--- config.mk ---
export PLATFORM = sky130hd
export DESIGN_NAME = pcp_bank
export DESIGN_NICKNAME = d
export VERILOG_FILES = /design/src/rtl/pcp_pkg.sv /design/src/rtl/pcp_bank.sv
export VERILOG_INCLUDE_DIRS = /design/src /design/src/rtl
export SDC_FILE = /design/constraint.sdc
export NUM_CORES = 1
export LEC_CHECK = 0
export ABC_CLOCK_PERIOD_IN_PS = 2560
export BUFFER_PORTS_ARGS = -buffer_cell sky130_fd_sc_hd__buf_2
export CAP_MARGIN = 20
export CORE_ASPECT_RATIO = 2
export CORE_MARGIN = 3
export CORE_UTILIZATION = 50
export CTS_BUF_LIST = sky130_fd_sc_hd__clkbuf_16
export DETAILED_ROUTE_END_ITERATION = 16
export PLACE_DENSITY = 0.76
export SYNTH_ARGS = -nofsm -noshare
export SYNTH_HDL_FRONTEND = slang
export SYNTH_SLANG_ARGS = --single-unit
--- constraint.sdc ---
create_clock -name clock_in -period 2.56 [get_ports clock_in]
set_input_delay 0.384 -clock clock_in [delete_from_list [all_inputs] [get_ports clock_in]]
set_output_delay 0.384 -clock clock_in [all_outputs]
set_load 0.03 [all_outputs]
--- src/rtl/pcp_regs.svh ---
// Offsets, field positions, reset values and masks of the packet/clock/page bank
// Assumes a byte-wide register port with 5-bit addresses
`ifndef PCP_REGS_SVH
`define PCP_REGS_SVH
`define PCP_ADDR_CLKOUT        5'h1B
`define PCP_ADDR_PKTFMT        5'h1C
`define PCP_ADDR_NODE          5'h1D
`define PCP_ADDR_PKTCTL        5'h1E
`define PCP_ADDR_PAGE          5'h1F
`define PCP_RST_CLKOUT         8'hBC
`define PCP_RST_PKTFMT         8'h00
`define PCP_RST_NODE           8'h00
`define PCP_RST_PKTCTL         8'h40
`define PCP_RST_PAGE           8'h00
`define PCP_CLKOUT_EN_BIT      7
`define PCP_CLKDIV_HI          6
`define PCP_CLKDIV_LO          2
`define PCP_MAN_EN_BIT         7
`define PCP_PKTLEN_HI          6
`define PCP_LENMODE_BIT        7
`define PCP_PREAMB_HI          6
`define PCP_PREAMB_LO          5
`define PCP_SCRMB_BIT          4
`define PCP_CRC_EN_BIT         3
`define PCP_ADDRCMP_HI         2
`define PCP_ADDRCMP_LO         1
`define PCP_CRC_OK_BIT         0
`define PCP_AUTOCLR_DIS_BIT    7
`define PCP_FIFO_DIR_BIT       6
`define PCP_PAGE_HI            1
`define PCP_CLKOUT_MASK        8'hFC
`define PCP_PKTCTL_WMASK       8'hFE
`define PCP_PAGE_MASK          8'hC3
`define PCP_BCAST_LO           8'h00
`define PCP_BCAST_HI           8'hFF
`endif

--- src/rtl/pcp_pkg.sv ---
// Types of the packet/clock/page bank
// Assumes pcp_regs.svh supplies the numeric constants
package pcp_pkg;
    typedef enum logic [1:0] {
        PCP_CMP_NONE,
        PCP_CMP_NODE,
        PCP_CMP_NODE_ZERO,
        PCP_CMP_NODE_ZERO_ONES
    } pcp_addr_cmp_t;
    typedef enum logic [1:0] {
        PCP_PAGE0,
        PCP_PAGE1,
        PCP_PAGE_RSV2,
        PCP_PAGE_RSV3
    } pcp_page_t;
endpackage

--- src/rtl/pcp_bank.sv ---
// Packet handler, clock output and page configuration registers with their control decode
// Assumes a synchronous byte register port and a packet framer on clock_in
// What this block does
// - The clock output pin is driven only while the clock output enable bit is set.
// - The output clock is the crystal clock divided by twice the divider, zero meaning undivided.
// - Manchester coding is applied on transmit and receive only while its enable bit is set.
// - The packet length field is the exact size in fixed mode and the maximum in variable modes.
// - An eight-bit node address written by the host drives receive address filtering.
// - The length mode bit selects fixed length at 0 and variable length at 1.
// - The preamble is the two-bit field plus one bytes long.
// - Scrambling follows its enable bit and CRC work happens only while the CRC bit is set.
// - Address filtering compares against none, the node, node or 0x00, or node, 0x00 or 0xFF.
// - The CRC result is a read-only flag at bit 0 that the host clears by writing 1.
// - A failed receive CRC flushes the FIFO unless the auto-clear disable bit is set.
// - In standby host FIFO accesses go to the write FIFO at 0 and the read FIFO at 1.
// - Page code 00 selects page 0 and 01 selects page 1, other codes being unused.
// - The page register decodes at the same address on every page.
`timescale 1ns/100ps
`default_nettype none
`include "pcp_regs.svh"
module pcp_bank (
    // Clock and reset
    input  wire logic       clock_in,
    input  wire logic       rst_n_in,
    // Register port
    input  wire logic [4:0] reg_addr_in,
    input  wire logic       reg_wr_in,
    input  wire logic [7:0] reg_wdata_in,
    output logic      [7:0] reg_rdata_out,
    output logic            page1_sel_out,
    // Packet framer status
    input  wire logic       crc_done_in,
    input  wire logic       crc_pass_in,
    input  wire logic       rx_active_in,
    input  wire logic       standby_in,
    input  wire logic       rx_addr_valid_in,
    input  wire logic [7:0] rx_addr_byte_in,
    // Framer configuration
    output logic            manchester_en_out,
    output logic      [6:0] pkt_length_out,
    output logic            var_length_out,
    output logic      [2:0] preamble_bytes_out,
    output logic            scramble_en_out,
    output logic            crc_en_out,
    output logic            addr_match_out,
    output logic            fifo_flush_out,
    output logic            fifo_sel_read_out,
    output logic            fifo_sel_write_out,
    // Clock output pin
    output logic            clkout_out,
    output logic            clkout_oe_out
);
    logic       rst_meta_ff;
    logic       rst_sync_ff;
    logic [7:0] clkout_cfg_ff;
    logic [7:0] pkt_fmt_ff;
    logic [7:0] node_addr_ff;
    logic [7:0] pkt_ctl_ff;
    logic [7:0] page_ff;
    logic [4:0] div_cnt_ff;
    logic       clk_div_ff;
    logic       flush_ff;
    logic       addr_match_ff;
    logic [4:0] clk_div_val;
    logic       page0;
    logic       crc_en;
    logic       wr_page;
    logic       wr_clkout;
    logic       wr_pktfmt;
    logic       wr_node;
    logic       wr_pktctl;
    pcp_pkg::pcp_addr_cmp_t cmp_mode;

    always_ff @(posedge clock_in or negedge rst_n_in) begin
        if (!rst_n_in) begin
            rst_meta_ff <= 1'b0;
            rst_sync_ff <= 1'b0;
        end else begin
            rst_meta_ff <= 1'b1;
            rst_sync_ff <= rst_meta_ff;
        end
    end

    assign page0  = (page_ff[`PCP_PAGE_HI:0] == pcp_pkg::PCP_PAGE0);
    assign crc_en = pkt_ctl_ff[`PCP_CRC_EN_BIT];
    assign cmp_mode = pcp_pkg::pcp_addr_cmp_t'(pkt_ctl_ff[`PCP_ADDRCMP_HI:`PCP_ADDRCMP_LO]);
    assign clk_div_val = clkout_cfg_ff[`PCP_CLKDIV_HI:`PCP_CLKDIV_LO];

    // Write decode; 0x1B..0x1E answer on page 0 only, the page register on every page
    assign wr_page   = reg_wr_in && (reg_addr_in == `PCP_ADDR_PAGE);
    assign wr_clkout = reg_wr_in && page0 && (reg_addr_in == `PCP_ADDR_CLKOUT);
    assign wr_pktfmt = reg_wr_in && page0 && (reg_addr_in == `PCP_ADDR_PKTFMT);
    assign wr_node   = reg_wr_in && page0 && (reg_addr_in == `PCP_ADDR_NODE);
    assign wr_pktctl = reg_wr_in && page0 && (reg_addr_in == `PCP_ADDR_PKTCTL);

    always_ff @(posedge clock_in or negedge rst_sync_ff) begin
        if (!rst_sync_ff) begin
            page_ff <= `PCP_RST_PAGE;
        end else if (wr_page) begin
            page_ff <= reg_wdata_in & `PCP_PAGE_MASK;
        end
    end

    always_ff @(posedge clock_in or negedge rst_sync_ff) begin
        if (!rst_sync_ff) begin
            clkout_cfg_ff <= `PCP_RST_CLKOUT;
        end else if (wr_clkout) begin
            clkout_cfg_ff <= reg_wdata_in & `PCP_CLKOUT_MASK;
        end
    end

    always_ff @(posedge clock_in or negedge rst_sync_ff) begin
        if (!rst_sync_ff) begin
            pkt_fmt_ff <= `PCP_RST_PKTFMT;
        end else if (wr_pktfmt) begin
            pkt_fmt_ff <= reg_wdata_in;
        end
    end

    always_ff @(posedge clock_in or negedge rst_sync_ff) begin
        if (!rst_sync_ff) begin
            node_addr_ff <= `PCP_RST_NODE;
        end else if (wr_node) begin
            node_addr_ff <= reg_wdata_in;
        end
    end

    // CRC flag: a new result wins over a same-cycle host clear
    always_ff @(posedge clock_in or negedge rst_sync_ff) begin
        if (!rst_sync_ff) begin
            pkt_ctl_ff <= `PCP_RST_PKTCTL;
        end else begin
            if (wr_pktctl) begin
                pkt_ctl_ff[7:1] <= reg_wdata_in[7:1];
                if (reg_wdata_in[`PCP_CRC_OK_BIT]) begin
                    pkt_ctl_ff[`PCP_CRC_OK_BIT] <= 1'b0;
                end
            end
            if (crc_done_in && crc_en) begin
                pkt_ctl_ff[`PCP_CRC_OK_BIT] <= crc_pass_in;
            end
        end
    end

    // Flush is a one-cycle pulse on a failed receive CRC
    always_ff @(posedge clock_in or negedge rst_sync_ff) begin
        if (!rst_sync_ff) begin
            flush_ff <= 1'b0;
        end else begin
            flush_ff <= crc_done_in && crc_en && !crc_pass_in && rx_active_in
                        && !page_ff[`PCP_AUTOCLR_DIS_BIT];
        end
    end

    // Address filter result, registered so the framer sees a clean level
    always_ff @(posedge clock_in or negedge rst_sync_ff) begin
        if (!rst_sync_ff) begin
            addr_match_ff <= 1'b0;
        end else if (rx_addr_valid_in) begin
            case (cmp_mode)
                pcp_pkg::PCP_CMP_NONE: addr_match_ff <= 1'b1;
                pcp_pkg::PCP_CMP_NODE: addr_match_ff <= (rx_addr_byte_in == node_addr_ff);
                pcp_pkg::PCP_CMP_NODE_ZERO:
                    addr_match_ff <= (rx_addr_byte_in == node_addr_ff)
                                  || (rx_addr_byte_in == `PCP_BCAST_LO);
                pcp_pkg::PCP_CMP_NODE_ZERO_ONES:
                    addr_match_ff <= (rx_addr_byte_in == node_addr_ff)
                                  || (rx_addr_byte_in == `PCP_BCAST_LO)
                                  || (rx_addr_byte_in == `PCP_BCAST_HI);
                default: addr_match_ff <= 1'b0;
            endcase
        end
    end

    // Divider toggles every M cycles, giving period 2*M; M = 0 bypasses to the crystal clock
    // A config write restarts the count so the first period at a new M is a whole one
    always_ff @(posedge clock_in or negedge rst_sync_ff) begin
        if (!rst_sync_ff) begin
            div_cnt_ff <= 5'h00;
            clk_div_ff <= 1'b0;
        end else if (wr_clkout) begin
            div_cnt_ff <= 5'h00;
        end else if (div_cnt_ff + 5'h01 >= clk_div_val) begin
            div_cnt_ff <= 5'h00;
            clk_div_ff <= ~clk_div_ff;
        end else begin
            div_cnt_ff <= div_cnt_ff + 5'h01;
        end
    end

    // Bypass passes the clock combinationally; a glitch can appear when M changes
    assign clkout_out    = clkout_cfg_ff[`PCP_CLKOUT_EN_BIT]
                           ? ((clk_div_val == 5'h00) ? clock_in : clk_div_ff) : 1'b0;
    assign clkout_oe_out = clkout_cfg_ff[`PCP_CLKOUT_EN_BIT];

    always_comb begin
        reg_rdata_out = 8'h00;
        if (reg_addr_in == `PCP_ADDR_PAGE) begin
            reg_rdata_out = page_ff;
        end else if (page0) begin
            case (reg_addr_in)
                `PCP_ADDR_CLKOUT: reg_rdata_out = clkout_cfg_ff;
                `PCP_ADDR_PKTFMT: reg_rdata_out = pkt_fmt_ff;
                `PCP_ADDR_NODE:   reg_rdata_out = node_addr_ff;
                `PCP_ADDR_PKTCTL: reg_rdata_out = pkt_ctl_ff;
                default:          reg_rdata_out = 8'h00;
            endcase
        end
    end

    assign page1_sel_out      = (page_ff[`PCP_PAGE_HI:0] == pcp_pkg::PCP_PAGE1);
    assign manchester_en_out  = pkt_fmt_ff[`PCP_MAN_EN_BIT];
    assign pkt_length_out     = pkt_fmt_ff[`PCP_PKTLEN_HI:0];
    assign var_length_out     = pkt_ctl_ff[`PCP_LENMODE_BIT];
    assign preamble_bytes_out = {1'b0, pkt_ctl_ff[`PCP_PREAMB_HI:`PCP_PREAMB_LO]} + 3'h1;
    assign scramble_en_out    = pkt_ctl_ff[`PCP_SCRMB_BIT];
    assign crc_en_out         = crc_en;
    assign addr_match_out     = addr_match_ff;
    assign fifo_flush_out     = flush_ff;
    assign fifo_sel_read_out  = standby_in && page_ff[`PCP_FIFO_DIR_BIT];
    assign fifo_sel_write_out = standby_in && !page_ff[`PCP_FIFO_DIR_BIT];
endmodule
`default_nettype wire

==> impl_metrics.json, run 1 <==
{
  "status": "finished clean",
  "cp_slowest_cell": "buf_2",
  "io_buffers": 57,
  "drv_cap": 0,
  "finish.utilization": 0.660,
  "path_max_fanout": 2,
  "start_util": 0.523,
  "routed_wl_mm": 5.84,
  "remaining_drc_errors": 0,
  "timing.critical_path.max_delay_family": "buffers and inverters",
  "fin_tns_setup_ns": 0,
  "cp-end-kind": "primary output",
  "synth_most_common_cell": "dfrtp_1",
  "cp-start-kind": "clock port",
  "path_cells": "clkbuf_16, clkbuf_16, mux2i_1, nor2b_1, buf_2",
  "synth.top_cell.area_share": 0.411,
  "slew_viol_final": 0,
  "cp_slowest_stage_delay_ns": 0.17,
  "die_width_um": 54.1,
  "yosys_most_used_dff": "dfrtp_1",
  "crit_type": "clock port to primary output",
  "syn_to_final_growth_pct": 26.1,
  "hp-class": "primary input to flip-flop",
  "crit_arrival_ns": 1.92,
  "ys_warn_count": 0,
  "synth.avg_cell_area_um2": 11.3,
  "grt_setup_unrepaired": "false",
  "hold_viol": 0,
  "grt_pass1_vias": 1958,
  "final_nets": 313,
  "drt_iter0_markers": 27,
  "hpwlAfterDp_mm": 4.38,
  "relSlewSlack": 0.617,
  "overflow": 0,
  "leakagePower_nw": 1.43,
  "worstPathRequired_ns": 2.18,
  "synthesis.nets": 241,
  "post-place-ws_ns": 0.372,
  "avgViaCountPerCell": 5.69,
  "peakVddDrop_uv": 783,
  "setup_viol_count_final": 0,
  "cts_setup_buffers": 0,
  "die_h_um": 102,
  "die_area_mm2": 0.00553,
  "coreArea_mm2": 0.00442,
  "clk_pin_slew_ns": 0.06,
  "ys_seq_area_frac": 0.479,
  "setup_ws_ns": 0.255,
  "antenna_cells": 0,
  "synth_common_cells": "dfrtp_1, mux2_2, nand2_1, nor2_1",
  "cp_common_cell": "clkbuf_16",
  "first_pass_iters": 4,
  "synth.area.top_cells": "dfrtp_1, mux2_2, dfstp_2, mux2i_1, ha_1",
  "grt_max_degree": 43,
  "syn_inst": 205,
  "wire_per_inst_um": 17.6,
  "worst_pin_slew_ns": 0.570,
  "grt_antenna_before_repair": 0,
  "rows": 34,
  "grt_pass1_wl_mm": 9.14,
  "ant_nets": 0,
  "grt_usage": 0.236,
  "drive_above_1_share": 0.414,
  "synth_top_cell_by_area": "dfrtp_1",
  "synth_area_mm2": 0.00232,
  "ys_types": 40,
  "clock_latency_ns": 0.39,
  "clock_skew_ns": 0.00644,
  "path_buf_inv": 3,
  "cts_tree": "yes",
  "place_congestion": 0.834,
  "power_mw": 2.67,
  "vias": 1890,
  "p_per_area_mw_per_mm2": 916,
  "pin_count": 58,
  "synth_edf_count": 0,
  "synth_seq_cells": 44,
  "synthArstFlopShare": 1.00
}
==> per-layer routing <==
metal | track usage | vias to the layer above | part of all wire
li1 | - | 875 | -
met1 | 0.235 | 946 | 0.36
met2 | 0.417 | 52 | 0.57
met3 | 0.0496 | 17 | 0.035
met4 | 0.148 | 0 | 0.038
met5 | 0 | - | 0
==> flip-flops by register name, summed over array words and instances (netlist names) <==
| signal | cells |
|---|---|
| clk_div_ff | 1 |
| div_cnt_ff | 5 |
| rst_meta_ff | 1 |
| pkt_ctl_ff | 8 |
| node_addr_ff | 8 |
| addr_match_out | 1 |
| rst_sync_ff | 1 |
| pkt_fmt_ff | 8 |
| fifo_flush_out | 1 |
| page_ff | 4 |
| clkout_cfg_ff | 6 |
==> cells in the final DEF, fill, tap and decap left out, drive strengths merged, types with 2 or more instances in the layout <==
| cell | netlist | layout |
|---|---|---|
| nor3b | 2 | 2 |
| nor2b | 7 | 7 |
| xor2 | 2 | 2 |
| inv | 6 | 8 |
| nand2 | 19 | 19 |
| mux2 | 28 | 28 |
| nor3 | 3 | 3 |
| nor2 | 19 | 19 |
| dfrtp | 38 | 38 |
| buf | 3 | 64 |
| o21ai | 10 | 10 |
| xnor2 | 10 | 10 |
| a221oi | 6 | 6 |
| o31ai | 2 | 2 |
| ha | 7 | 7 |
| nor4 | 4 | 4 |
| clkbuf | 0 | 8 |
| nand3 | 6 | 6 |
| a21oi | 4 | 4 |
| mux2i | 9 | 9 |
| nand4 | 4 | 4 |
| dfstp | 6 | 6 |
==> final timing paths <==
check,startpoint,to,slack (ns),depth (start not counted)
setup / recovery,clock_in,clkout_out,0.25,5
hold / removal,crc_pass_in,fifo_flush_out,0.16,2
setup reg to reg,div_cnt_ff[0],div_cnt_ff[2],0.53,8
hold reg to reg,rst_sync_ff,pkt_ctl_ff[7],0.31,1
max in group asynchronous,rst_sync_ff,clkout_cfg_ff[4],1.85,1
min in group asynchronous,rst_n_in,rst_meta_ff,0.30,2
==> report_power, final <==
part	switching [mW]	internal (mW)
sequential	0.163	0.890
combinational	0.449	0.324
clock	0.290	0.559
==> stage by stage <==
| step | hold slack (ns) | instance area [µm²] | std cells |
|---|---|---|---|
| floorplan | 0.0884 | 2320 | 205 |
| global placement | 0.169 | 2700 | 320 |
| detailed placement | 0.170 | 2700 | 320 |
| CTS | 0.157 | 2920 | 332 |
| global route | 0.159 | 2920 | 332 |
| finish | 0.164 | 2920 | 332 |
==> final cells by class <==
type,instances,area [µm²]
multi-input cells,152,1160
fillers,379,1500
inverters,6,22.5
clock inverters,3,12.5
well taps,54,67.6
repair buffers,64,343
clock buffers,9,205
flip-flops and latches,44,1110
==> timing repair <==
| item | CTS | global route |
|---|---|---|
| setup endpoints to repair | 0 | 0 |
| resized for setup | 0 | 0 |
| hold buffers | 1 | 0 |
| endpoints found under the hold margin | 2 | 0 |
==> kinds of logic (layout without fill, tap and decap cells) <==
group	count (synthesis)	count (layout)	share of synthesized area
compound gates	25	25	0.0692
simple gates	70	70	0.172
xor+xnor	12	12	0.0454
flops	44	44	0.479
fa+ha+maj	7	7	0.0378
other cells	1	1	0.00162
mux	37	37	0.175
buf+inv	9	82	0.0200
Note: power is estimated with default switching activity, not from simulation.
==> inputs of run 2 (changes only) <==
--- a/config.mk
+++ b/config.mk
@@ -10,7 +10,6 @@
 export BUFFER_PORTS_ARGS = -buffer_cell sky130_fd_sc_hd__buf_2
 export CAP_MARGIN = 20
 export CORE_ASPECT_RATIO = 2
-export CORE_MARGIN = 3
 export CORE_UTILIZATION = 50
 export CTS_BUF_LIST = sky130_fd_sc_hd__clkbuf_16
 export DETAILED_ROUTE_END_ITERATION = 16
==> constraint.sdc (replaced) <==
create_clock -name clock_in -period 2.56 [get_ports clock_in]
set_input_delay 0.384 -clock clock_in [delete_from_list [all_inputs] [get_ports clock_in]]
set_output_delay 0.384 -clock clock_in [all_outputs]
set_load 0.02 [all_outputs]
==> run 2 against run 1 <==
First-iteration DRC count rose by 41%. Cell count rose by 0.30%. Clock-buffer cell count did not move. Design area rose by 1.2%. Worst setup slack got worse by 0.030 ns.
==> impl_metrics.json, run 2 (synthesis gave the netlist of run 1 again) <==
{
  "pin_count": 58,
  "leakagePower_nw": 1.45,
  "drive_above_1_share": 0.419,
  "fillers": 349,
  "die_width_um": 50.1,
  "slew_viol_final": 0,
  "cts_setup_buffers": 0,
  "drv_cap": 0,
  "coreArea_mm2": 0.00438,
  "grt_max_degree": 43,
  "wire_per_inst_um": 17.7,
  "final_nets": 314,
  "io_buffers": 57,
  "cp_slowest_stage_delay_ns": 0.20,
  "relSlewSlack": 0.643,
  "cp-start-kind": "clock port",
  "cp_common_cell": "clkbuf_16",
  "drt_iter0_markers": 38,
  "overflow": 0,
  "setup_ws_ns": 0.224,
  "crit_type": "clock port to primary output",
  "cp-end-kind": "primary output",
  "clock_skew_ns": 0.00750,
  "path_max_fanout": 2,
  "vias": 1896,
  "grt_usage": 0.270,
  "avgViaCountPerCell": 5.69,
  "grt_pass1_wl_mm": 9.61,
  "first_pass_iters": 4,
  "hp-start": "crc_pass_in",
  "grt_antenna_before_repair": 0,
  "post-place-ws_ns": 0.502,
  "hp-class": "primary input to flip-flop",
  "status": "finished clean",
  "peakVddDrop_uv": 698,
  "remaining_drc_errors": 0,
  "start_util": 0.529,
  "reg2reg_slack_ns": 0.52,
  "holdWs_ns": 0.157,
  "min_to": "fifo_flush_out",
  "clk_pin_slew_ns": 0.06,
  "rows": 34,
  "hpwlAfterDp_mm": 4.19,
  "crit_arrival_ns": 1.95,
  "path_cells": "clkbuf_16, clkbuf_16, mux2i_1, nor2b_1, buf_2",
  "reg.largest.list": "node_addr_ff (8), pkt_ctl_ff (8), pkt_fmt_ff (8)",
  "worstPathRequired_ns": 2.18,
  "ant_nets": 0,
  "cts_tree": "yes",
  "worst_pin_slew_ns": 0.535,
  "fin_tns_setup_ns": 0,
  "place_congestion": 0.777,
  "setup_viol_count_final": 0,
  "worstReg2RegEnd": "div_cnt_ff[3]",
  "syn_to_final_growth_pct": 27.6,
  "grt_setup_unrepaired": "false",
  "final_common_cell": "buf_2",
  "die_h_um": 98.3,
  "reg2reg_depth": 8,
  "holdBufCountCts": 1,
  "grt_pass1_vias": 2083,
  "final_cell_mix": "buf_2, dfrtp_1, mux2_2",
  "clock_latency_ns": 0.40,
  "routed_wl_mm": 5.90,
  "die_area_mm2": 0.00492,
  "post_cts_resized": 0,
  "r2r_start": "div_cnt_ff[0]",
  "hold_path_depth": 2,
  "antenna_cells": 0,
  "cp_slowest_cell": "mux2i_1",
  "hold_viol": 0,
  "p_per_area_mw_per_mm2": 930
}
==> run 2: changes by cell type in the layout (fill, tap and decap cells not counted) <==
cell	change
inv_1	-1
buf_4	+1
bufinv_16	+1
==> run 2: metrics by stage <==
| step | power, mW | area [µm²] | instances | util |
|---|---|---|---|---|
| after global routing | 2.90 | 2950 | 333 | 0.674 |
| final | 2.75 | 2950 | 333 | 0.674 |
| after global placement | 1.75 | 2710 | 321 | 0.617 |
| after detailed placement | 1.79 | 2710 | 321 | 0.617 |
| after CTS | 2.77 | 2950 | 333 | 0.674 |
| after floorplan | 1.54 | 2320 | 205 | - |
==> run 2: cell type report <==
cell class / instances / area, µm² / share of cell area
multi-input cells: 152 / 1160 / 0.393
flip-flops and latches: 44 / 1110 / 0.375
repair buffers: 65 / 350 / 0.119
clock buffers: 9 / 205 / 0.0695
well taps: 54 / 67.6 / 0.0229
clock inverters: 3 / 38.8 / 0.0131
inverters: 6 / 22.5 / 0.00762
==> run 2: worst max-delay path: cells and delay by family <==
family	cells	cell delay (ns)
buffers and inverters	3	0.41
multiplexers	1	0.20
AND/OR/NAND/NOR	1	0.07
==> run 2: how the worst max path moves through the flow <==
stage	from	to	slack [ns]	depth (start not counted)
CTS	clock_in	clkout_out	0.16	5
floorplan	reg_addr_in[0]	reg_rdata_out[0]	0.51	5
global placement	reg_addr_in[2]	reg_rdata_out[6]	0.52	7
global route	clock_in	clkout_out	0.17	5
detailed placement	reg_addr_in[2]	reg_rdata_out[0]	0.50	7
finish	clock_in	clkout_out	0.22	5
==> run 2: where the power goes <==
group          switching [mW]  leakage (nW)  total [mW]  internal [mW]
sequential              0.161         0.542        1.05          0.890
combinational           0.404         0.765       0.729          0.326
clock                   0.307         0.140       0.969          0.662
total                   0.871          1.45        2.75           1.88
==> run 2: per-layer routing <==
layer,part of all wire,global-route usage
met4,0.060,0.218
met3,0.043,0.0623
met5,0,0
met2,0.54,0.459
met1,0.35,0.268
